**src/srxd_cfg.svh**
```systemverilog
// constants of the shift, rotate, subtract and exclusive-or decoder
`ifndef SRXD_CFG_SVH
`define SRXD_CFG_SVH

// prefix bytes
`define SRXD_PFX_BIT        8'hCB
`define SRXD_PFX_EXT        8'hED
`define SRXD_PFX_IDX_FIRST  8'hDD
`define SRXD_PFX_IDX_SECOND 8'hFD

// whole opcode bytes
`define SRXD_OPC_SUB_MEM       8'h96
`define SRXD_OPC_SBC_MEM       8'h9E
`define SRXD_OPC_XOR_MEM       8'hAE
`define SRXD_OPC_SBC_IMM       8'hDE
`define SRXD_OPC_SUB_IMM       8'hD6
`define SRXD_OPC_XOR_IMM       8'hEE
`define SRXD_OPC_ACC_ROT_THRU  8'h1F
`define SRXD_OPC_ACC_ROT_CIRC  8'h0F
`define SRXD_OPC_CARRY_ONE     8'h37
`define SRXD_OPC_SRL_MEM       8'h3E

// upper five bits of grouped opcodes
`define SRXD_GRP_ROT_CIRC  5'h01
`define SRXD_GRP_ROT_THRU  5'h03
`define SRXD_GRP_SHL_ARITH 5'h04
`define SRXD_GRP_SHR_ARITH 5'h05
`define SRXD_GRP_SHR_LOGIC 5'h07
`define SRXD_GRP_SUB_REG   5'h12
`define SRXD_GRP_SBC_REG   5'h13
`define SRXD_GRP_XOR_REG   5'h15

// other field patterns
`define SRXD_TOP2_SET     2'h3
`define SRXD_TOP2_RST     2'h3
`define SRXD_LOW3_RST     3'h7
`define SRXD_SEL_MEM      3'h6
`define SRXD_TOP2_PAIR16  2'h1
`define SRXD_LOW4_PAIR16  4'h2
`define SRXD_VEC_LEGAL    8'hBC

// field positions
`define SRXD_R_MSB    2
`define SRXD_R_LSB    0
`define SRXD_B_MSB    5
`define SRXD_B_LSB    3
`define SRXD_SS_MSB   5
`define SRXD_SS_LSB   4
`define SRXD_TOP5_LSB 3
`define SRXD_TOP2_LSB 6
`define SRXD_LOW4_MSB 3

// clock counts per form
`define SRXD_CLK_REG_BIT 4'h4
`define SRXD_CLK_MEM_BIT 4'hA
`define SRXD_CLK_IDX_BIT 4'hD
`define SRXD_CLK_REG_ALU 4'h2
`define SRXD_CLK_MEM_ALU 4'h5
`define SRXD_CLK_IDX_ALU 4'h9
`define SRXD_CLK_IMM     4'h4
`define SRXD_CLK_RESTART 4'h8
`define SRXD_CLK_PAIR16  4'h4
`define SRXD_CLK_SHORT   4'h2

`endif

```
**src/srxd_pkg.sv**
```systemverilog
// types of the shift, rotate, subtract and exclusive-or decoder
package srxd_pkg;
  typedef enum logic [3:0] {
    OP_NONE, OP_ROT_THRU, OP_ROT_CIRC, OP_ACC_ROT_THRU, OP_ACC_ROT_CIRC,
    OP_SHL_ARITH, OP_SHR_ARITH, OP_SHR_LOGIC, OP_BIT_SET, OP_RESTART,
    OP_SUB, OP_SUB_BORROW, OP_SUB_BORROW16, OP_XOR, OP_CARRY_ONE
  } srxd_op_t;
  typedef enum logic [2:0] {
    OPND_NONE, OPND_REG, OPND_MEM_PAIR, OPND_IMM, OPND_INDEXED, OPND_PAIR16
  } srxd_opnd_t;
  typedef enum logic [1:0] {IDX_NONE, IDX_FIRST, IDX_SECOND} srxd_idx_t;
  typedef enum logic [2:0] {
    FLG_NONE, FLG_ARITH, FLG_LOGIC, FLG_SHIFT, FLG_CARRY_ONE
  } srxd_flag_t;
  typedef enum logic [2:0] {
    REG_B, REG_C, REG_D, REG_E, REG_H, REG_L, REG_MEM, REG_A
  } srxd_reg_t;
  typedef enum logic [1:0] {PAIR_BC, PAIR_DE, PAIR_PTR, PAIR_SP} srxd_pair_t;
  typedef enum logic [2:0] {
    ST_OP, ST_BIT, ST_EXT, ST_IDX, ST_IDX_DISP, ST_IDXBIT_DISP, ST_IDXBIT_OP, ST_IMM
  } srxd_state_t;
endpackage

```
**src/srxd_decoder.sv**
```systemverilog
// decoder for rotate, shift, subtract, bit-set, exclusive-or and restart
`timescale 1ns/1ps
`include "srxd_cfg.svh"

// Contract
// RULE1: CB 00011rrr rotate through carry, 4 clocks
// RULE2: CB 0E circular rotate memory, 10, writeback
// RULE3: CB 00001rrr register circular rotate, 4 clocks
// RULE4: restart 11vvv111, vectors 2,3,4,5,7, 8 clocks
// RULE5: ED 01ss0010 pair subtract-borrow, 4, flags
// RULE6: DE plus immediate subtract-borrow, 4 clocks
// RULE7: CB 11bbb110 memory bit set, 10 clocks
// RULE8: CB 26 memory arithmetic shift left, 10
// RULE9: CB 00100rrr register shift left, 4 clocks
// RULE10: CB 2E memory sign shift right, 10
// RULE11: CB 00101rrr register sign shift right, 4
// RULE12: CB 3E memory logical shift right, 10
// RULE13: DD CB d 3E indexed logical shift, 13
// RULE14: CB 00111rrr register logical shift right, 4
// RULE15: 96 memory subtract, 5 clocks
// RULE16: DD 96 d indexed subtract, 9 clocks
// RULE17: FD selects second index, same timing
// RULE18: D6 plus immediate subtract, 4 clocks
// RULE19: DD AE d indexed xor, 9, logic flags
// RULE20: EE plus immediate xor, 4 clocks
// RULE21: one fixed register and pair encoding
module srxd_decoder #(
  parameter int CLK_W = 4
) (
  input  wire logic                ref_clk,
  input  wire logic                arst_n,
  input  wire logic                byte_valid,
  input  wire logic [7:0]          byte_data,
  output logic                     byte_ready,
  output logic                     dec_valid,
  output logic                     dec_illegal,
  output srxd_pkg::srxd_op_t       dec_op,
  output srxd_pkg::srxd_opnd_t     dec_opnd,
  output srxd_pkg::srxd_idx_t      dec_index,
  output srxd_pkg::srxd_reg_t      dec_reg,
  output srxd_pkg::srxd_pair_t     dec_pair,
  output srxd_pkg::srxd_flag_t     dec_flags,
  output logic                     dec_mem_wb,
  output logic [2:0]               dec_bit,
  output logic [7:0]               dec_disp,
  output logic [7:0]               dec_imm,
  output logic [CLK_W-1:0]         dec_clocks
);
  import srxd_pkg::*;

  if (CLK_W < 4) begin : g_bad_width
    $error("CLK_W must hold a count of 13");
  end

  srxd_state_t  state_r, state_nxt;
  srxd_idx_t    idx_r, idx_nxt;
  logic [7:0]   hold_r, hold_nxt;
  logic [7:0]   disp_r, disp_nxt;
  logic [1:0]   cnt_r, cnt_nxt;
  logic         ready_r, ready_nxt;
  logic         valid_r, valid_nxt;
  logic         illegal_r, illegal_nxt;
  srxd_op_t     op_r, op_nxt;
  srxd_opnd_t   opnd_r, opnd_nxt;
  srxd_idx_t    oidx_r, oidx_nxt;
  srxd_reg_t    reg_r, reg_nxt;
  srxd_pair_t   pair_r, pair_nxt;
  srxd_flag_t   flag_r, flag_nxt;
  logic         wb_r, wb_nxt;
  logic [2:0]   bit_r, bit_nxt;
  logic [7:0]   odisp_r, odisp_nxt;
  logic [7:0]   imm_r, imm_nxt;
  logic [CLK_W-1:0] clk_r, clk_nxt;

  // one bit per restart vector, set where the vector is served
  localparam logic [7:0] VEC_LEGAL = `SRXD_VEC_LEGAL;

  logic         take;
  logic         fin;
  logic         bad;
  logic [7:0]   cls_byte;
  logic         cls_bit;
  logic         cls_idx;
  logic         cls_mem;
  srxd_op_t     c_op;
  srxd_opnd_t   c_opnd;
  srxd_flag_t   c_flag;
  logic [3:0]   c_clk;
  logic         c_wb;
  logic         c_ok;
  logic [3:0]   stall;
  logic         tmr_load;
  logic         tmr_last;
  srxd_reg_t    map_reg;
  srxd_pair_t   map_pair;

  assign take     = byte_valid && ready_r;
  assign cls_byte = (state_r == ST_IMM || state_r == ST_IDX_DISP) ? hold_r : byte_data;
  assign cls_bit  = (state_r == ST_BIT) || (state_r == ST_IDXBIT_OP);
  assign cls_idx  = (idx_r != IDX_NONE);
  assign cls_mem  = (cls_byte[`SRXD_R_MSB:`SRXD_R_LSB] == `SRXD_SEL_MEM);

  srxd_field_map u_map (
    .r_code   (cls_byte[`SRXD_R_MSB:`SRXD_R_LSB]),
    .ss_code  (cls_byte[`SRXD_SS_MSB:`SRXD_SS_LSB]),
    .reg_sel  (map_reg),
    .pair_sel (map_pair)
  );

  // classify the opcode byte (hold_r while an immediate or displacement arrives) in the current context
  always_comb begin
    c_op   = OP_NONE;
    c_opnd = OPND_NONE;
    c_flag = FLG_NONE;
    c_clk  = `SRXD_CLK_SHORT;
    c_wb   = 1'b0;
    c_ok   = 1'b1;
    if (state_r == ST_EXT) begin
      c_ok   = (cls_byte[7:`SRXD_TOP2_LSB] == `SRXD_TOP2_PAIR16) &&
               (cls_byte[`SRXD_LOW4_MSB:0] == `SRXD_LOW4_PAIR16);               // RULE5
      c_op   = OP_SUB_BORROW16;
      c_opnd = OPND_PAIR16;
      c_flag = FLG_ARITH;
      c_clk  = `SRXD_CLK_PAIR16;
    end else if (cls_bit) begin
      c_wb   = cls_mem;
      c_flag = FLG_SHIFT;
      c_opnd = cls_idx ? OPND_INDEXED : (cls_mem ? OPND_MEM_PAIR : OPND_REG);
      c_clk  = cls_idx ? `SRXD_CLK_IDX_BIT
             : (cls_mem ? `SRXD_CLK_MEM_BIT : `SRXD_CLK_REG_BIT);                // RULE2 RULE13
      if (cls_byte[7:`SRXD_TOP2_LSB] == `SRXD_TOP2_SET) begin
        c_op   = OP_BIT_SET;                                                      // RULE7
        c_flag = FLG_NONE;
      end else begin
        case (cls_byte[7:`SRXD_TOP5_LSB])
          `SRXD_GRP_ROT_THRU:  c_op = OP_ROT_THRU;                                // RULE1
          `SRXD_GRP_ROT_CIRC:  c_op = OP_ROT_CIRC;                                // RULE3
          `SRXD_GRP_SHL_ARITH: c_op = OP_SHL_ARITH;                               // RULE8 RULE9
          `SRXD_GRP_SHR_ARITH: c_op = OP_SHR_ARITH;                               // RULE10 RULE11
          `SRXD_GRP_SHR_LOGIC: c_op = OP_SHR_LOGIC;                               // RULE12 RULE14
          default:             c_ok = 1'b0;
        endcase
      end
      if (cls_idx && !cls_mem) begin
        c_ok = 1'b0;
      end
    end else if (cls_byte == `SRXD_OPC_SUB_MEM || cls_byte == `SRXD_OPC_SBC_MEM ||
                 cls_byte == `SRXD_OPC_XOR_MEM) begin
      c_op   = (cls_byte == `SRXD_OPC_SUB_MEM) ? OP_SUB
             : ((cls_byte == `SRXD_OPC_SBC_MEM) ? OP_SUB_BORROW : OP_XOR);
      c_flag = (c_op == OP_XOR) ? FLG_LOGIC : FLG_ARITH;                          // RULE19
      c_opnd = cls_idx ? OPND_INDEXED : OPND_MEM_PAIR;
      c_clk  = cls_idx ? `SRXD_CLK_IDX_ALU : `SRXD_CLK_MEM_ALU;                   // RULE15 RULE16
    end else if (cls_idx) begin
      c_ok = 1'b0;
    end else if (cls_byte == `SRXD_OPC_SBC_IMM || cls_byte == `SRXD_OPC_SUB_IMM ||
                 cls_byte == `SRXD_OPC_XOR_IMM) begin
      c_op   = (cls_byte == `SRXD_OPC_SUB_IMM) ? OP_SUB
             : ((cls_byte == `SRXD_OPC_SBC_IMM) ? OP_SUB_BORROW : OP_XOR);       // RULE6 RULE18 RULE20
      c_flag = (c_op == OP_XOR) ? FLG_LOGIC : FLG_ARITH;
      c_opnd = OPND_IMM;
      c_clk  = `SRXD_CLK_IMM;
    end else if (cls_byte[7:`SRXD_TOP2_LSB] == `SRXD_TOP2_RST &&
                 cls_byte[`SRXD_R_MSB:`SRXD_R_LSB] == `SRXD_LOW3_RST) begin
      c_op  = OP_RESTART;
      c_clk = `SRXD_CLK_RESTART;
      c_ok  = VEC_LEGAL[cls_byte[`SRXD_B_MSB:`SRXD_B_LSB]];                      // RULE4
    end else if (cls_byte == `SRXD_OPC_ACC_ROT_THRU) begin
      c_op   = OP_ACC_ROT_THRU;
      c_flag = FLG_SHIFT;
    end else if (cls_byte == `SRXD_OPC_ACC_ROT_CIRC) begin
      c_op   = OP_ACC_ROT_CIRC;
      c_flag = FLG_SHIFT;
    end else if (cls_byte == `SRXD_OPC_CARRY_ONE) begin
      c_op   = OP_CARRY_ONE;
      c_flag = FLG_CARRY_ONE;
    end else begin
      c_opnd = OPND_REG;
      c_flag = FLG_ARITH;
      case (cls_byte[7:`SRXD_TOP5_LSB])
        `SRXD_GRP_SUB_REG: c_op = OP_SUB;
        `SRXD_GRP_SBC_REG: c_op = OP_SUB_BORROW;
        `SRXD_GRP_XOR_REG: begin
          c_op   = OP_XOR;
          c_flag = FLG_LOGIC;
        end
        default:           c_ok = 1'b0;
      endcase
    end
  end

  // byte sequencer
  always_comb begin
    state_nxt = state_r;
    idx_nxt   = idx_r;
    hold_nxt  = hold_r;
    disp_nxt  = disp_r;
    cnt_nxt   = cnt_r;
    fin       = 1'b0;
    bad       = 1'b0;
    if (take) begin
      cnt_nxt = cnt_r + 2'h1;
      case (state_r)
        ST_OP: begin
          if (byte_data == `SRXD_PFX_BIT) begin
            state_nxt = ST_BIT;
          end else if (byte_data == `SRXD_PFX_EXT) begin
            state_nxt = ST_EXT;
          end else if (byte_data == `SRXD_PFX_IDX_FIRST) begin
            state_nxt = ST_IDX;
            idx_nxt   = IDX_FIRST;                                                // RULE16
          end else if (byte_data == `SRXD_PFX_IDX_SECOND) begin
            state_nxt = ST_IDX;
            idx_nxt   = IDX_SECOND;                                               // RULE17
          end else if (c_ok && c_opnd == OPND_IMM) begin
            hold_nxt  = byte_data;
            state_nxt = ST_IMM;
          end else begin
            fin = c_ok;
            bad = !c_ok;
          end
        end
        ST_IDX: begin
          if (byte_data == `SRXD_PFX_BIT) begin
            state_nxt = ST_IDXBIT_DISP;                                           // RULE13
          end else if (c_ok) begin
            hold_nxt  = byte_data;
            state_nxt = ST_IDX_DISP;
          end else begin
            bad = 1'b1;
          end
        end
        ST_IDXBIT_DISP: begin
          disp_nxt  = byte_data;
          state_nxt = ST_IDXBIT_OP;
        end
        ST_IDX_DISP, ST_IMM: begin
          fin = 1'b1;
        end
        ST_BIT, ST_EXT, ST_IDXBIT_OP: begin
          fin = c_ok;
          bad = !c_ok;
        end
        default: begin
          bad = 1'b1;
        end
      endcase
      if (fin || bad) begin
        state_nxt = ST_OP;
        idx_nxt   = IDX_NONE;
        cnt_nxt   = 2'h0;
      end
    end
  end

  // clocks left after one per fetched byte
  assign stall    = c_clk - {2'h0, cnt_r} - 4'h1;
  assign tmr_load = fin && (stall != 4'h0);

  srxd_stall_timer #(
    .W (4)
  ) u_timer (
    .ref_clk  (ref_clk),
    .arst_n   (arst_n),
    .load     (tmr_load),
    .load_cnt (stall),
    .last     (tmr_last)
  );

  // decoded result, held until the next legal instruction is decoded
  always_comb begin
    ready_nxt   = tmr_load ? 1'b0 : (tmr_last ? 1'b1 : ready_r);
    valid_nxt   = fin;
    illegal_nxt = bad;
    op_nxt      = op_r;
    opnd_nxt    = opnd_r;
    oidx_nxt    = oidx_r;
    reg_nxt     = reg_r;
    pair_nxt    = pair_r;
    flag_nxt    = flag_r;
    wb_nxt      = wb_r;
    bit_nxt     = bit_r;
    odisp_nxt   = odisp_r;
    imm_nxt     = imm_r;
    clk_nxt     = clk_r;
    if (fin) begin
      op_nxt    = c_op;
      opnd_nxt  = c_opnd;
      oidx_nxt  = idx_r;                                                          // RULE17
      reg_nxt   = map_reg;                                                        // RULE21
      pair_nxt  = map_pair;                                                       // RULE21
      flag_nxt  = c_flag;
      wb_nxt    = c_wb;
      bit_nxt   = cls_byte[`SRXD_B_MSB:`SRXD_B_LSB];
      odisp_nxt = (state_r == ST_IDX_DISP) ? byte_data : disp_r;
      imm_nxt   = byte_data;
      clk_nxt   = CLK_W'(c_clk);
    end
  end

  always_ff @(posedge ref_clk or negedge arst_n) begin
    if (!arst_n) begin
      state_r   <= ST_OP;
      idx_r     <= IDX_NONE;
      hold_r    <= 8'h00;
      disp_r    <= 8'h00;
      cnt_r     <= 2'h0;
      ready_r   <= 1'b1;
      valid_r   <= 1'b0;
      illegal_r <= 1'b0;
      op_r      <= OP_NONE;
      opnd_r    <= OPND_NONE;
      oidx_r    <= IDX_NONE;
      reg_r     <= REG_B;
      pair_r    <= PAIR_BC;
      flag_r    <= FLG_NONE;
      wb_r      <= 1'b0;
      bit_r     <= 3'h0;
      odisp_r   <= 8'h00;
      imm_r     <= 8'h00;
      clk_r     <= '0;
    end else begin
      state_r   <= state_nxt;
      idx_r     <= idx_nxt;
      hold_r    <= hold_nxt;
      disp_r    <= disp_nxt;
      cnt_r     <= cnt_nxt;
      ready_r   <= ready_nxt;
      valid_r   <= valid_nxt;
      illegal_r <= illegal_nxt;
      op_r      <= op_nxt;
      opnd_r    <= opnd_nxt;
      oidx_r    <= oidx_nxt;
      reg_r     <= reg_nxt;
      pair_r    <= pair_nxt;
      flag_r    <= flag_nxt;
      wb_r      <= wb_nxt;
      bit_r     <= bit_nxt;
      odisp_r   <= odisp_nxt;
      imm_r     <= imm_nxt;
      clk_r     <= clk_nxt;
    end
  end

  assign byte_ready  = ready_r;
  assign dec_valid   = valid_r;
  assign dec_illegal = illegal_r;
  assign dec_op      = op_r;
  assign dec_opnd    = opnd_r;
  assign dec_index   = oidx_r;
  assign dec_reg     = reg_r;
  assign dec_pair    = pair_r;
  assign dec_flags   = flag_r;
  assign dec_mem_wb  = wb_r;
  assign dec_bit     = bit_r;
  assign dec_disp    = odisp_r;
  assign dec_imm     = imm_r;
  assign dec_clocks  = clk_r;
endmodule

```
**src/srxd_field_map.sv**
```systemverilog
// fixed register and register-pair select encodings
`timescale 1ns/1ps
module srxd_field_map (
  input  wire logic [2:0]          r_code,
  input  wire logic [1:0]          ss_code,
  output srxd_pkg::srxd_reg_t      reg_sel,
  output srxd_pkg::srxd_pair_t     pair_sel
);
  import srxd_pkg::*;

  always_comb begin
    case (r_code)
      3'h0:    reg_sel = REG_B;
      3'h1:    reg_sel = REG_C;
      3'h2:    reg_sel = REG_D;
      3'h3:    reg_sel = REG_E;
      3'h4:    reg_sel = REG_H;
      3'h5:    reg_sel = REG_L;
      3'h6:    reg_sel = REG_MEM;
      default: reg_sel = REG_A;
    endcase
    case (ss_code)
      2'h0:    pair_sel = PAIR_BC;
      2'h1:    pair_sel = PAIR_DE;
      2'h2:    pair_sel = PAIR_PTR;
      default: pair_sel = PAIR_SP;
    endcase
  end
endmodule

```
**src/srxd_stall_timer.sv**
```systemverilog
// countdown that holds off fetch for the remaining clocks of an instruction
`timescale 1ns/1ps
module srxd_stall_timer #(
  parameter int W = 4
) (
  input  wire logic         ref_clk,
  input  wire logic         arst_n,
  input  wire logic         load,
  input  wire logic [W-1:0] load_cnt,
  output logic              last
);
  logic [W-1:0] count_r;
  logic [W-1:0] count_nxt;

  always_comb begin
    if (load) begin
      count_nxt = load_cnt;
    end else if (count_r != '0) begin
      count_nxt = count_r - W'(1);
    end else begin
      count_nxt = count_r;
    end
  end

  always_ff @(posedge ref_clk or negedge arst_n) begin
    if (!arst_n) begin
      count_r <= '0;
    end else begin
      count_r <= count_nxt;
    end
  end

  assign last = (count_r == W'(1));
endmodule

```
**config.mk**
```make
export PLATFORM = sky130hd
export DESIGN_NAME = srxd_decoder
export DESIGN_NICKNAME = d
export VERILOG_FILES = /design/src/srxd_pkg.sv /design/src/srxd_decoder.sv /design/src/srxd_field_map.sv /design/src/srxd_stall_timer.sv
export VERILOG_INCLUDE_DIRS = /design/src
export SDC_FILE = /design/constraint.sdc
export NUM_CORES = 1
export LEC_CHECK = 0
export BUFFER_PORTS_ARGS = -buffer_cell sky130_fd_sc_hd__clkbuf_2
export CAP_MARGIN = 10
export CORE_UTILIZATION = 58
export CTS_BUF_LIST = sky130_fd_sc_hd__clkbuf_16
export CTS_CLUSTER_DIAMETER = 80
export DETAILED_ROUTE_END_ITERATION = 10
export PLACE_DENSITY = 0.84
export SYNTH_ARGS = -nofsm -noshare
export SYNTH_HDL_FRONTEND = slang
export SYNTH_SLANG_ARGS = --single-unit
export TNS_END_PERCENT = 5
```
**constraint.sdc**
```tcl
create_clock -name ref_clk -period 3.6 [get_ports ref_clk]
set_input_delay 0.18 -clock ref_clk [delete_from_list [all_inputs] [get_ports ref_clk]]
set_output_delay 0.18 -clock ref_clk [all_outputs]
set_load 0.1 [all_outputs]
```
==> results of run 1 <==
[path summary, 6_finish.rpt]
kind | to | cells past startpoint
setup / recovery | u_timer.count_r[3] | 11
hold / removal | dec_imm[0] | 1
setup reg to reg | u_timer.count_r[3] | 11
hold reg to reg | dec_opnd[1] | 1
max in group asynchronous | byte_ready | 2
min in group ref_clk | idx_r[0] | 2
[layer usage]
| layer | up-vias | track usage [%] | share of wire [%] |
|---|---|---|---|
| met5 | - | 0 | 0 |
| met4 | 0 | 15.6 | 3.3 |
| met3 | 41 | 6.16 | 9.9 |
| met2 | 248 | 50.6 | 45 |
| met1 | 1906 | 47.3 | 42 |
| li1 | 1812 | - | - |
[worst register-to-register path, stage by stage (launching register included)]
cell,delay [ns]
sky130_fd_sc_hd__dfrtp_1,0.48
sky130_fd_sc_hd__nor2b_1,0.42
sky130_fd_sc_hd__o211ai_1,0.18
sky130_fd_sc_hd__mux2i_2,0.42
sky130_fd_sc_hd__o21ai_0,0.24
sky130_fd_sc_hd__nor2_1,0.23
sky130_fd_sc_hd__nor2b_1,0.13
sky130_fd_sc_hd__fa_1,0.42
sky130_fd_sc_hd__xor2_1,0.18
sky130_fd_sc_hd__and3_1,0.21
sky130_fd_sc_hd__o221ai_1,0.17
sky130_fd_sc_hd__o21ai_0,0.11
[cells in the final DEF (no fill, tap or decap), drive strengths merged, types with 5 or more instances in the layout]
master   n
or2      5
mux2i   16
buf     23
nor2    29
nor3    13
mux2    25
a21oi   18
clkbuf  62
nand2   56
a211oi   8
o22ai    8
dfrtp   68
inv     14
nor2b    9
and3b    5
o21ai   56
a31oi    8
and2     5
nand3    9
[area by class of cell]
class | count | share of cell area, %
inverter | 14 | 1.06
tap | 96 | 2.43
sequential | 69 | 35.0
multi-input combinational | 351 | 46.8
clock inverter | 7 | 1.34
clock buffer | 9 | 4.56
timing repair buffer | 76 | 8.81
[through the flow]
step	setup WS, ns	cells	utilization (%)	hold WS (ns)
6_report	0.285	622	71.5	-0.0117
5_1_grt	0.0599	622	71.5	0.0965
4_1_cts	0.203	622	71.4	0.0297
3_5_place_dp	0.252	606	67.2	0.383
3_3_place_gp	0.383	606	67.2	0.366
2_1_floorplan	0.596	467	-	-0.116
[cell families (layout without fill, tap and decap cells)]
group | Yosys count | after routing | synth area share, %
compound gates | 139 | 139 | 21.7
xor+xnor | 6 | 6 | 1.24
fa+ha+maj | 5 | 5 | 1.66
buf+inv | 47 | 106 | 4.79
flops | 69 | 69 | 40.9
mux | 41 | 41 | 10.5
simple gates | 160 | 160 | 19.3
==> impl_summary.txt, run 1 <==
----------------------------------------------------
[Worst setup path]
  Arrival time of the worst setup path ... between 3 and 4 ns
  Worst setup startpoint ... hold_r[5]
  Category of the critical setup timing path ... reg -> reg
  Category of the worst setup path capture point ... flip-flop
  Delay of the slowest cell on the worst path ... 0.48 ns
  R2r startpoint ... hold_r[5]
  Critical path, cell by cell ... nor2b_1 > o211ai_1 > mux2i_2 > o21ai_0 > nor2_1 > nor2b_1 > fa_1 > xor2_1 > and3_1 > o221ai_1 > o21ai_0
  Sum of buffers and inverters on the critical path ... 0
  Family of cells with the greatest summed delay on the critical path ... simple AND/OR/NAND/NOR gates
  Worst path required time ... 3.80 ns
  Kind of start point of the critical path ... flip-flop
  Critical path peak fanout ... 9
  Slack of the worst reg-to-reg path ... 0.28 ns
  Cell with the largest stage delay on the worst path ... sky130_fd_sc_hd__dfrtp_1

[Synthesis]
  Flip-flop and latch count after synthesis ... 69
  Post-Syn Instances ... approximately 470
  Number of distinct standard cells referenced by the synthesized netlist ... 73
  EDFF count, synth ... 0
  Top cell types by occurrence after synthesis ... 68 x sky130_fd_sc_hd__dfrtp_1, 56 x sky130_fd_sc_hd__nand2_1, 54 x sky130_fd_sc_hd__o21ai_0, 28 x sky130_fd_sc_hd__nor2_1, 24 x sky130_fd_sc_hd__mux2_2
  Most used standard cell by instance count after synthesis ... sky130_fd_sc_hd__dfrtp_1
  Average footprint of a synthesized cell ... just over 9 sq um
  Share of synthesized registers carrying an async set or reset ... 100%
  Top-area cell type share of the netlist area ... between 40% and 50%
  Main synth FF type ... sky130_fd_sc_hd__dfrtp_1
  Library cell with the largest summed area after synthesis ... sky130_fd_sc_hd__dfrtp_1
  Sequential-to-total area share from yosys stat ... 40.9%
  Warnings, synthesis ... 0
  Mapped Nets ... 483
  Cell Area, Synth ... about 4200 sq um
  Leading post-synthesis cells by cell area ... sky130_fd_sc_hd__dfrtp_1 40%, sky130_fd_sc_hd__o21ai_0 6.4%, sky130_fd_sc_hd__mux2_2 6.4%

[Placed design]
  GPL Wtd Cong ... 1.05
  Post-detailed-placement cell area ... between 4000 and 5000 sq um
  Detailed placement HPWL ... ~8900 microns
  # port buffers ... 54

[Status]
  Result of the run ... finished, violations left
  Failing checks ... negative hold slack

[Timing]
  Final period utilization ... 92.1%
  Hold Slack ... -0.0117 ns
  Final min period ... around 3.3 ns
  Maximum frequency from static timing analysis ... 0.302 GHz
  Final Max Slew Viols ... 0
  Worst slew margin ... a little over a third
  Setup violation total in the final timing report ... 0
  RSZ-0062 raised after global routing ... no
  Final Hold Vio Count ... 5
  Setup TNS ... 0 ns
  Slew at the pin closest to its max-slew limit ... approximately 0.96 ns
  Post-route clock skew ... 0.00657 ns

[Clock tree]
  Root buffer cell ... sky130_fd_sc_hd__clkbuf_16
  # H-tree levels ... 3
  Clock tree from TritonCTS ... built
  Clock Tree Buf Depth ... 2
  Clock-pin slew reported for the worst setup and hold paths after clock tree synthesis ... around 0.06 ns
  Post-CTS setup buffer count ... 0
  TritonCTS Sinks ... 69
  Clock buffers created by TritonCTS ... 9
  CTS-repair resized insts ... 0
  Worst-Skew Late Latency ... ~0.33 ns
  Hold-fix buffers, CTS ... 0

[Drt]
  Wire per inst ... 19.3 microns
  Post-detailed-route via-to-cell ratio ... roughly 6.4
  Aggregate routed wire length ... approximately 12000 microns
  Starting DRC count in detailed routing ... 315
  First-pass DRT Iterations ... 6
  Vias ... about 4000
  Post-route antenna net violation count ... 0
  Number of remaining DRC errors ... 0

[Layout]
  Number of fill cells ... 561
  Register area ... around 1700 sq um
  Number of nets in the finished design ... 537
  ANT cells ... 0
  Area of the multi-input gates ... 2310 sq um
  Area growth from synthesis to final layout ... 16.8%
  Ratio of cells with drive above 1 in the final layout ... 25.5%
  Design Area, Final ... 4940 sq um

[Floorplan]
  I/O Pins ... 55
  Die width ... 87.4 microns
  Core region area ... between 6000 and 7000 sq um
  Effective utilization at floorplan ... 61.2%
  Die Y-Extent ... 87.4 microns
  Overall die area ... 7640 sq um
  Std-Cell Rows ... 30

[GRT]
  First-pass GRT wire length ... 19400 microns
  Total global routing track utilization ... 33.8%
  Gr ovfl total ... 0
  Initial antenna violation count ... 1
  Via count of the first global-routing pass ... 3718
  Largest net degree at the start of global routing ... 46

[Hold path]
  Worst min-delay path category ... in -> async

[Run]
  Max-cap violations ... 0

----------------------------------------------------
Power of run 1 is left out: the tool's default activity adds up to more than one toggle a clock period on the data nets, which glitch-free logic cannot reach.
==> run 2: changes to the inputs <==
MAX_ROUTING_LAYER = met4   (was not set)
==> impl_summary.txt, run 2 (same netlist as run 1, synthesis figures left out) <==
----------------------------------------------------
[GRT]
  Gr ovfl total ... 0 (unchanged)
  Largest net degree at the start of global routing ... 60 (was 46)
  Via count of the first global-routing pass ... 3962 (was 3718)
  Initial antenna violation count ... 0 (was 1)
  First-pass GRT wire length ... 20500 microns (was 19400 microns)
  Total global routing track utilization ... 37.5% (was 33.8%)

[Worst setup path]
  Category of the critical setup timing path ... reg -> reg (unchanged)
  R2r startpoint ... state_r[0] (was hold_r[5])
  Arrival time of the worst setup path ... 3.53 ns (was 3.51 ns)
  Worst path required time ... 3.82 ns (was 3.80 ns)
  Kind of start point of the critical path ... flip-flop (unchanged)
  Category of the worst setup path capture point ... flip-flop (unchanged)
  Critical path peak fanout ... 13 (was 9)
  Worst setup startpoint ... state_r[0] (was hold_r[5])

[Layout]
  Most used cells in the layout excluding fill and tap cells ... 68 x sky130_fd_sc_hd__dfrtp_1, 56 x sky130_fd_sc_hd__nand2_1, 54 x sky130_fd_sc_hd__o21ai_0 (unchanged)
  Ratio of cells with drive above 1 in the final layout ... 26.8% (was 25.5%)
  Most frequent standard cell in the layout excluding fill and tap cells ... sky130_fd_sc_hd__dfrtp_1 (unchanged)
  Area growth from synthesis to final layout ... 19.3% (was 16.8%)
  Number of nets in the finished design ... 544 (was 537)
  ANT cells ... 0 (unchanged)

[Run]
  Max-cap violations ... 0 (unchanged)

[Clock tree]
  Post-CTS setup buffer count ... 0 (unchanged)
  Root buffer cell ... sky130_fd_sc_hd__clkbuf_16 (unchanged)
  # H-tree levels ... 3 (unchanged)
  Clock Tree Buf Depth ... 2 (unchanged)
  Clock-pin slew reported for the worst setup and hold paths after clock tree synthesis ... 0.06 ns (about the same)
  Clock tree from TritonCTS ... built (unchanged)
  Hold-fix buffers, CTS ... 0 (unchanged)
  Worst-Skew Late Latency ... 0.34 ns (was 0.33 ns)
  Clock buffers created by TritonCTS ... 9 (unchanged)
  CTS-repair resized insts ... 0 (unchanged)
  TritonCTS Sinks ... 69 (unchanged)

[Placed design]
  GPL Wtd Cong ... 1.01 (was 1.05)
  # port buffers ... 54 (unchanged)
  Detailed placement HPWL ... 9610 microns (was 8940 microns)

[Drt]
  Number of remaining DRC errors ... 0 (unchanged)
  Post-route antenna net violation count ... 0 (unchanged)
  Aggregate routed wire length ... 13100 microns (was 12000 microns)
  Wire per inst ... 20.9 microns (was 19.3 microns)
  Post-detailed-route via-to-cell ratio ... 6.45 (was 6.44)
  Vias ... 4054 (was 4007)
  Starting DRC count in detailed routing ... 409 (was 315)
  First-pass DRT Iterations ... 7 (was 6)

[Status]
  Failing checks ... negative hold slack (unchanged)
  Result of the run ... finished, violations left (unchanged)

[Timing]
  Post-route clock skew ... 0.00966 ns (was 0.00657 ns)
  Worst slew margin ... 35.2% (was 36.2%)
  Hold Slack ... -0.00651 ns (was -0.0117 ns)
  Setup TNS ... 0 ns (unchanged)
  Setup violation total in the final timing report ... 0 (unchanged)
  Final period utilization ... 92.0% (was 92.1%)
  Final Hold Vio Count ... 7 (was 5)
  Maximum frequency from static timing analysis ... 0.302 GHz (about the same)
  Slew at the pin closest to its max-slew limit ... 0.972 ns (was 0.957 ns)
  Final Max Slew Viols ... 0 (unchanged)
  RSZ-0062 raised after global routing ... no (unchanged)
  Final min period ... 3.31 ns (was 3.32 ns)

[Floorplan]
  Core region area ... 6910 sq um (unchanged)
  I/O Pins ... 55 (unchanged)
  Std-Cell Rows ... 30 (unchanged)
  Die Y-Extent ... 87.4 microns (unchanged)
  Overall die area ... 7640 sq um (unchanged)
  Effective utilization at floorplan ... 61.2% (unchanged)
  Die width ... 87.4 microns (unchanged)

[Hold path]
  Worst min-delay path category ... in -> async (unchanged)

----------------------------------------------------
[run 2: cell types whose count changed in the layout (fill, tap and decap cells not counted), sizes merged]
cell      change
clkinvlp      -1
inv           +4
buf           +7
bufinv        +1
clkinv        -4
[run 2: through the flow]
stage | cells | hold WS, ns | utilization, % | worst slack, ns | cell area (sq um)
floorplan | 467 | -0.116 | - | 0.596 | 4230
global placement | 613 | 0.351 | 68.2 | 0.310 | 4710
detailed placement | 613 | 0.385 | 68.2 | 0.243 | 4710
CTS | 629 | 0.0319 | 72.9 | 0.220 | 5040
global route | 629 | 0.0803 | 73.0 | 0.0422 | 5040
finish | 629 | -0.00651 | 73.0 | 0.287 | 5040
[run 2: routing by layer]
metal / wire length, microns / vias up / global-route usage (%)
li1: - / 1830 / -
met1: 5450 / 1930 / 48.2
met2: 6170 / 260 / 58.7
met3: 1190 / 34 / 7.39
met4: 313 / 0 / 13.9
met5: 0 / - / -
[run 2: path summary, 6_finish.rpt]
kind	end	slack (ns)	depth (start not counted)
worst max-delay path	u_timer.count_r[1]	0.29	14
worst min-delay path	dec_imm[2]	-0.007	1
worst max register to register	u_timer.count_r[1]	0.29	14
worst min register to register	dec_index[0]	0.48	2
max in group asynchronous	byte_ready	2.66	2
min in group ref_clk	idx_r[0]	0.28	2
[run 2: area by class of cell]
| cell class | count | area (sq um) |
|---|---|---|
| clock buffers | 9 | 225 |
| clock inverters | 7 | 105 |
| fillers | 556 | 1860 |
| inverters | 14 | 52.6 |
| multi-input cells | 351 | 2310 |
| flip-flops and latches | 69 | 1730 |
| well taps | 96 | 120 |
| repair buffers | 83 | 500 |
[run 2: worst max-delay path: stages, from the launching register on]
cell and delay, ns:
sky130_fd_sc_hd__dfrtp_1 0.41, sky130_fd_sc_hd__buf_4 0.20, sky130_fd_sc_hd__xnor2_1 0.22, sky130_fd_sc_hd__buf_4 0.22
sky130_fd_sc_hd__a211oi_1 0.09, sky130_fd_sc_hd__a41o_1 0.25, sky130_fd_sc_hd__a31o_2 0.23, sky130_fd_sc_hd__nor2_1 0.16
sky130_fd_sc_hd__nor2_1 0.09, sky130_fd_sc_hd__nor2b_1 0.27, sky130_fd_sc_hd__ha_1 0.29, sky130_fd_sc_hd__a211oi_1 0.26
sky130_fd_sc_hd__xnor2_1 0.18, sky130_fd_sc_hd__a31oi_1 0.23, sky130_fd_sc_hd__o22ai_1 0.09
Power of run 2 is left out for the same reason.
==> run 3: changes to the inputs <==
GPL_TIMING_DRIVEN = 0   (was not set)
RECOVER_POWER = 50   (was not set)
==> impl_summary.txt, run 3 (same netlist as run 1, synthesis figures left out) <==
----------------------------------------------------
[GRT]
  Gr ovfl total ... 0 (unchanged)
  First-pass GRT wire length ... 20300 microns (was 20500 microns)
  Via count of the first global-routing pass ... 3841 (was 3962)
  Largest net degree at the start of global routing ... 70 (was 60)
  Initial antenna violation count ... 0 (unchanged)
  Total global routing track utilization ... 36.5% (was 37.5%)

[Layout]
  Ratio of cells with drive above 1 in the final layout ... 20.3% (was 26.8%)
  Most used cells in the layout excluding fill and tap cells ... 68 x sky130_fd_sc_hd__dfrtp_1, 56 x sky130_fd_sc_hd__nand2_1, 53 x sky130_fd_sc_hd__o21ai_0 (was 68 x sky130_fd_sc_hd__dfrtp_1, 56 x sky130_fd_sc_hd__nand2_1, 54 x sky130_fd_sc_hd__o21ai_0)
  Post-route non-filler standard cell count ... 634 (was 629)
  ANT cells ... 0 (unchanged)
  Most frequent standard cell in the layout excluding fill and tap cells ... sky130_fd_sc_hd__dfrtp_1 (unchanged)
  Area growth from synthesis to final layout ... 16.7% (was 19.3%)
  Number of nets in the finished design ... 549 (was 544)
  Number of fill cells ... 565 (was 556)

[Floorplan]
  Die width ... 87.4 microns (unchanged)
  Overall die area ... 7640 sq um (unchanged)
  Core region area ... 6910 sq um (unchanged)
  Std-Cell Rows ... 30 (unchanged)
  Die Y-Extent ... 87.4 microns (unchanged)
  Effective utilization at floorplan ... 61.2% (unchanged)
  I/O Pins ... 55 (unchanged)

[Worst setup path]
  Sum of buffers and inverters on the critical path ... 1 (was 2)
  Critical path, cell by cell ... buf_2 > xnor2_1 > nand2_1 > mux2i_4 > o21ai_0 > nor2_1 > nor2b_2 > fa_1 > xor2_1 > and3_1 > o221ai_1 > o21ai_0 (was buf_4 > xnor2_1 > buf_4 > a211oi_1 > a41o_1 > a31o_2 > nor2_1 > nor2_1 > nor2b_1 > ha_1 > a211oi_1 > xnor2_1 > a31oi_1 > o22ai_1)
  Cell with the largest stage delay on the worst path ... sky130_fd_sc_hd__mux2i_4 (was sky130_fd_sc_hd__dfrtp_1)
  Worst path required time ... 3.79 ns (was 3.82 ns)
  Category of the worst setup path capture point ... flip-flop (unchanged)
  CP most frequent cell ... sky130_fd_sc_hd__o21ai_0
  Arrival time of the worst setup path ... 3.56 ns (was 3.53 ns)
  Delay of the slowest cell on the worst path ... 0.44 ns (was 0.41 ns)
  Critical path peak fanout ... 8 (was 13)
  Kind of start point of the critical path ... flip-flop (unchanged)
  Category of the critical setup timing path ... reg -> reg (unchanged)
  Family of cells with the greatest summed delay on the critical path ... simple AND/OR/NAND/NOR gates (was compound AO/OA/AOI/OAI gates)

[Timing]
  Setup TNS ... 0 ns (unchanged)
  Final min period ... 3.37 ns (was 3.31 ns)
  Setup violation total in the final timing report ... 0 (unchanged)
  RSZ-0062 raised after global routing ... no (unchanged)
  Final Hold Vio Count ... 0 (was 7)
  Final Max Slew Viols ... 70 (was 0)
  Worst slew margin ... -11.5% (was 35.2%)
  Final period utilization ... 93.5% (was 92.0%)
  Maximum frequency from static timing analysis ... 0.297 GHz (was 0.302 GHz)
  Slew at the pin closest to its max-slew limit ... 1.67 ns (was 0.972 ns)
  Post-route clock skew ... 0.00852 ns (was 0.00966 ns)
  Hold Slack ... 0.257 ns (was -0.00651 ns)

[Clock tree]
  Root buffer cell ... sky130_fd_sc_hd__clkbuf_16 (unchanged)
  Clock-pin slew reported for the worst setup and hold paths after clock tree synthesis ... 0.06 ns (about the same)
  # H-tree levels ... 3 (unchanged)
  Worst-Skew Late Latency ... 0.34 ns (about the same)
  Clock Tree Buf Depth ... 2 (unchanged)
  Clock buffers created by TritonCTS ... 9 (unchanged)
  Clock tree from TritonCTS ... built (unchanged)
  TritonCTS Sinks ... 69 (unchanged)

[Run]
  Max-cap violations ... 1 (was 0)

[Placed design]
  GPL Wtd Cong ... 1.00 (was 1.01)
  # port buffers ... 52 (was 54)
  Detailed placement HPWL ... 9350 microns (was 9610 microns)
  Inst Count DP ... 616 (was 613)

[Drt]
  First-pass DRT Iterations ... 5 (was 7)
  Post-detailed-route via-to-cell ratio ... 6.45 (about the same)
  Vias ... 4088 (was 4054)
  Wire per inst ... 19.9 microns (was 20.9 microns)
  Starting DRC count in detailed routing ... 366 (was 409)
  Aggregate routed wire length ... 12600 microns (was 13100 microns)
  Number of remaining DRC errors ... 0 (unchanged)
  Post-route antenna net violation count ... 0 (unchanged)

[Hold path]
  Worst min-delay path category ... in -> reg (was in -> async)

[Status]
  Failing checks ... max-capacitance violations, max-slew violations (was negative hold slack)
  Result of the run ... finished, violations left (unchanged)

----------------------------------------------------
-- run 3: changes by cell type in the layout (fill, tap and decap cells not counted), moves of 2 or more --
cell	delta
sky130_fd_sc_hd__inv_1	+3
sky130_fd_sc_hd__clkbuf_1	+38
sky130_fd_sc_hd__buf_2	+10
sky130_fd_sc_hd__inv_6	-3
sky130_fd_sc_hd__nor2b_2	+2
sky130_fd_sc_hd__buf_4	-23
sky130_fd_sc_hd__clkbuf_2	-22
sky130_fd_sc_hd__clkinv_2	+2
sky130_fd_sc_hd__nor2b_1	-2
-- run 3: per-stage QoR --
| step | util (%) | cell area [sq um] | setup slack (ns) |
|---|---|---|---|
| global placement | 66.7 | 4610 | -0.0656 |
| floorplan | - | 4230 | 0.596 |
| global route | 71.4 | 4930 | 0.00322 |
| detailed placement | 67.0 | 4630 | -0.0932 |
| finish | 71.4 | 4930 | 0.234 |
| CTS | 71.2 | 4910 | 0.00204 |
-- run 3: repair_timing --
item | CTS | global route
hold buffers | 0 | 0
endpoints found under the hold margin | 0 | 0
resized for setup | 1 | 8
pin swaps | 0 | 1
setup buffers | 0 | 2
endpoints found under the setup margin | 2 | 5
-- run 3: final cells by class --
type	instances	area, sq um	area share [%]
clock buffers	9	225	4.57
plain buffers	33	154	3.12
flip-flops and latches	69	1730	35.0
inverters	14	52.6	1.07
well taps	96	120	2.43
multi-input cells	351	2330	47.3
clock inverters	7	60.1	1.22
repair buffers	55	259	5.25
-- run 3: final timing paths --
kind / start / cells after the start / end / slack, ns
worst min register to register: dec_disp[7] / 2 / dec_disp[7] / 0.48
worst max-delay path: state_r[1] / 12 / u_timer.count_r[3] / 0.23
max in group asynchronous: arst_n / 1 / dec_valid / 2.31
worst max register to register: state_r[1] / 12 / u_timer.count_r[3] / 0.23
worst min-delay path: byte_data[0] / 2 / hold_r[0] / 0.26
min in group asynchronous: arst_n / 1 / dec_imm[2] / 0.28
-- run 3: routing by layer --
| layer | GRT usage, % | wire length (microns) | part of all wire [%] | vias to the layer above |
|---|---|---|---|---|
| li1 | - | - | - | 1834 |
| met1 | 49.5 | 5510 | 44 | 1968 |
| met2 | 55.1 | 5620 | 45 | 243 |
| met3 | 5.12 | 1050 | 8.3 | 43 |
| met4 | 14.8 | 411 | 3.3 | 0 |
| met5 | - | 0 | 0 | - |
Power of run 3 is left out for the same reason.
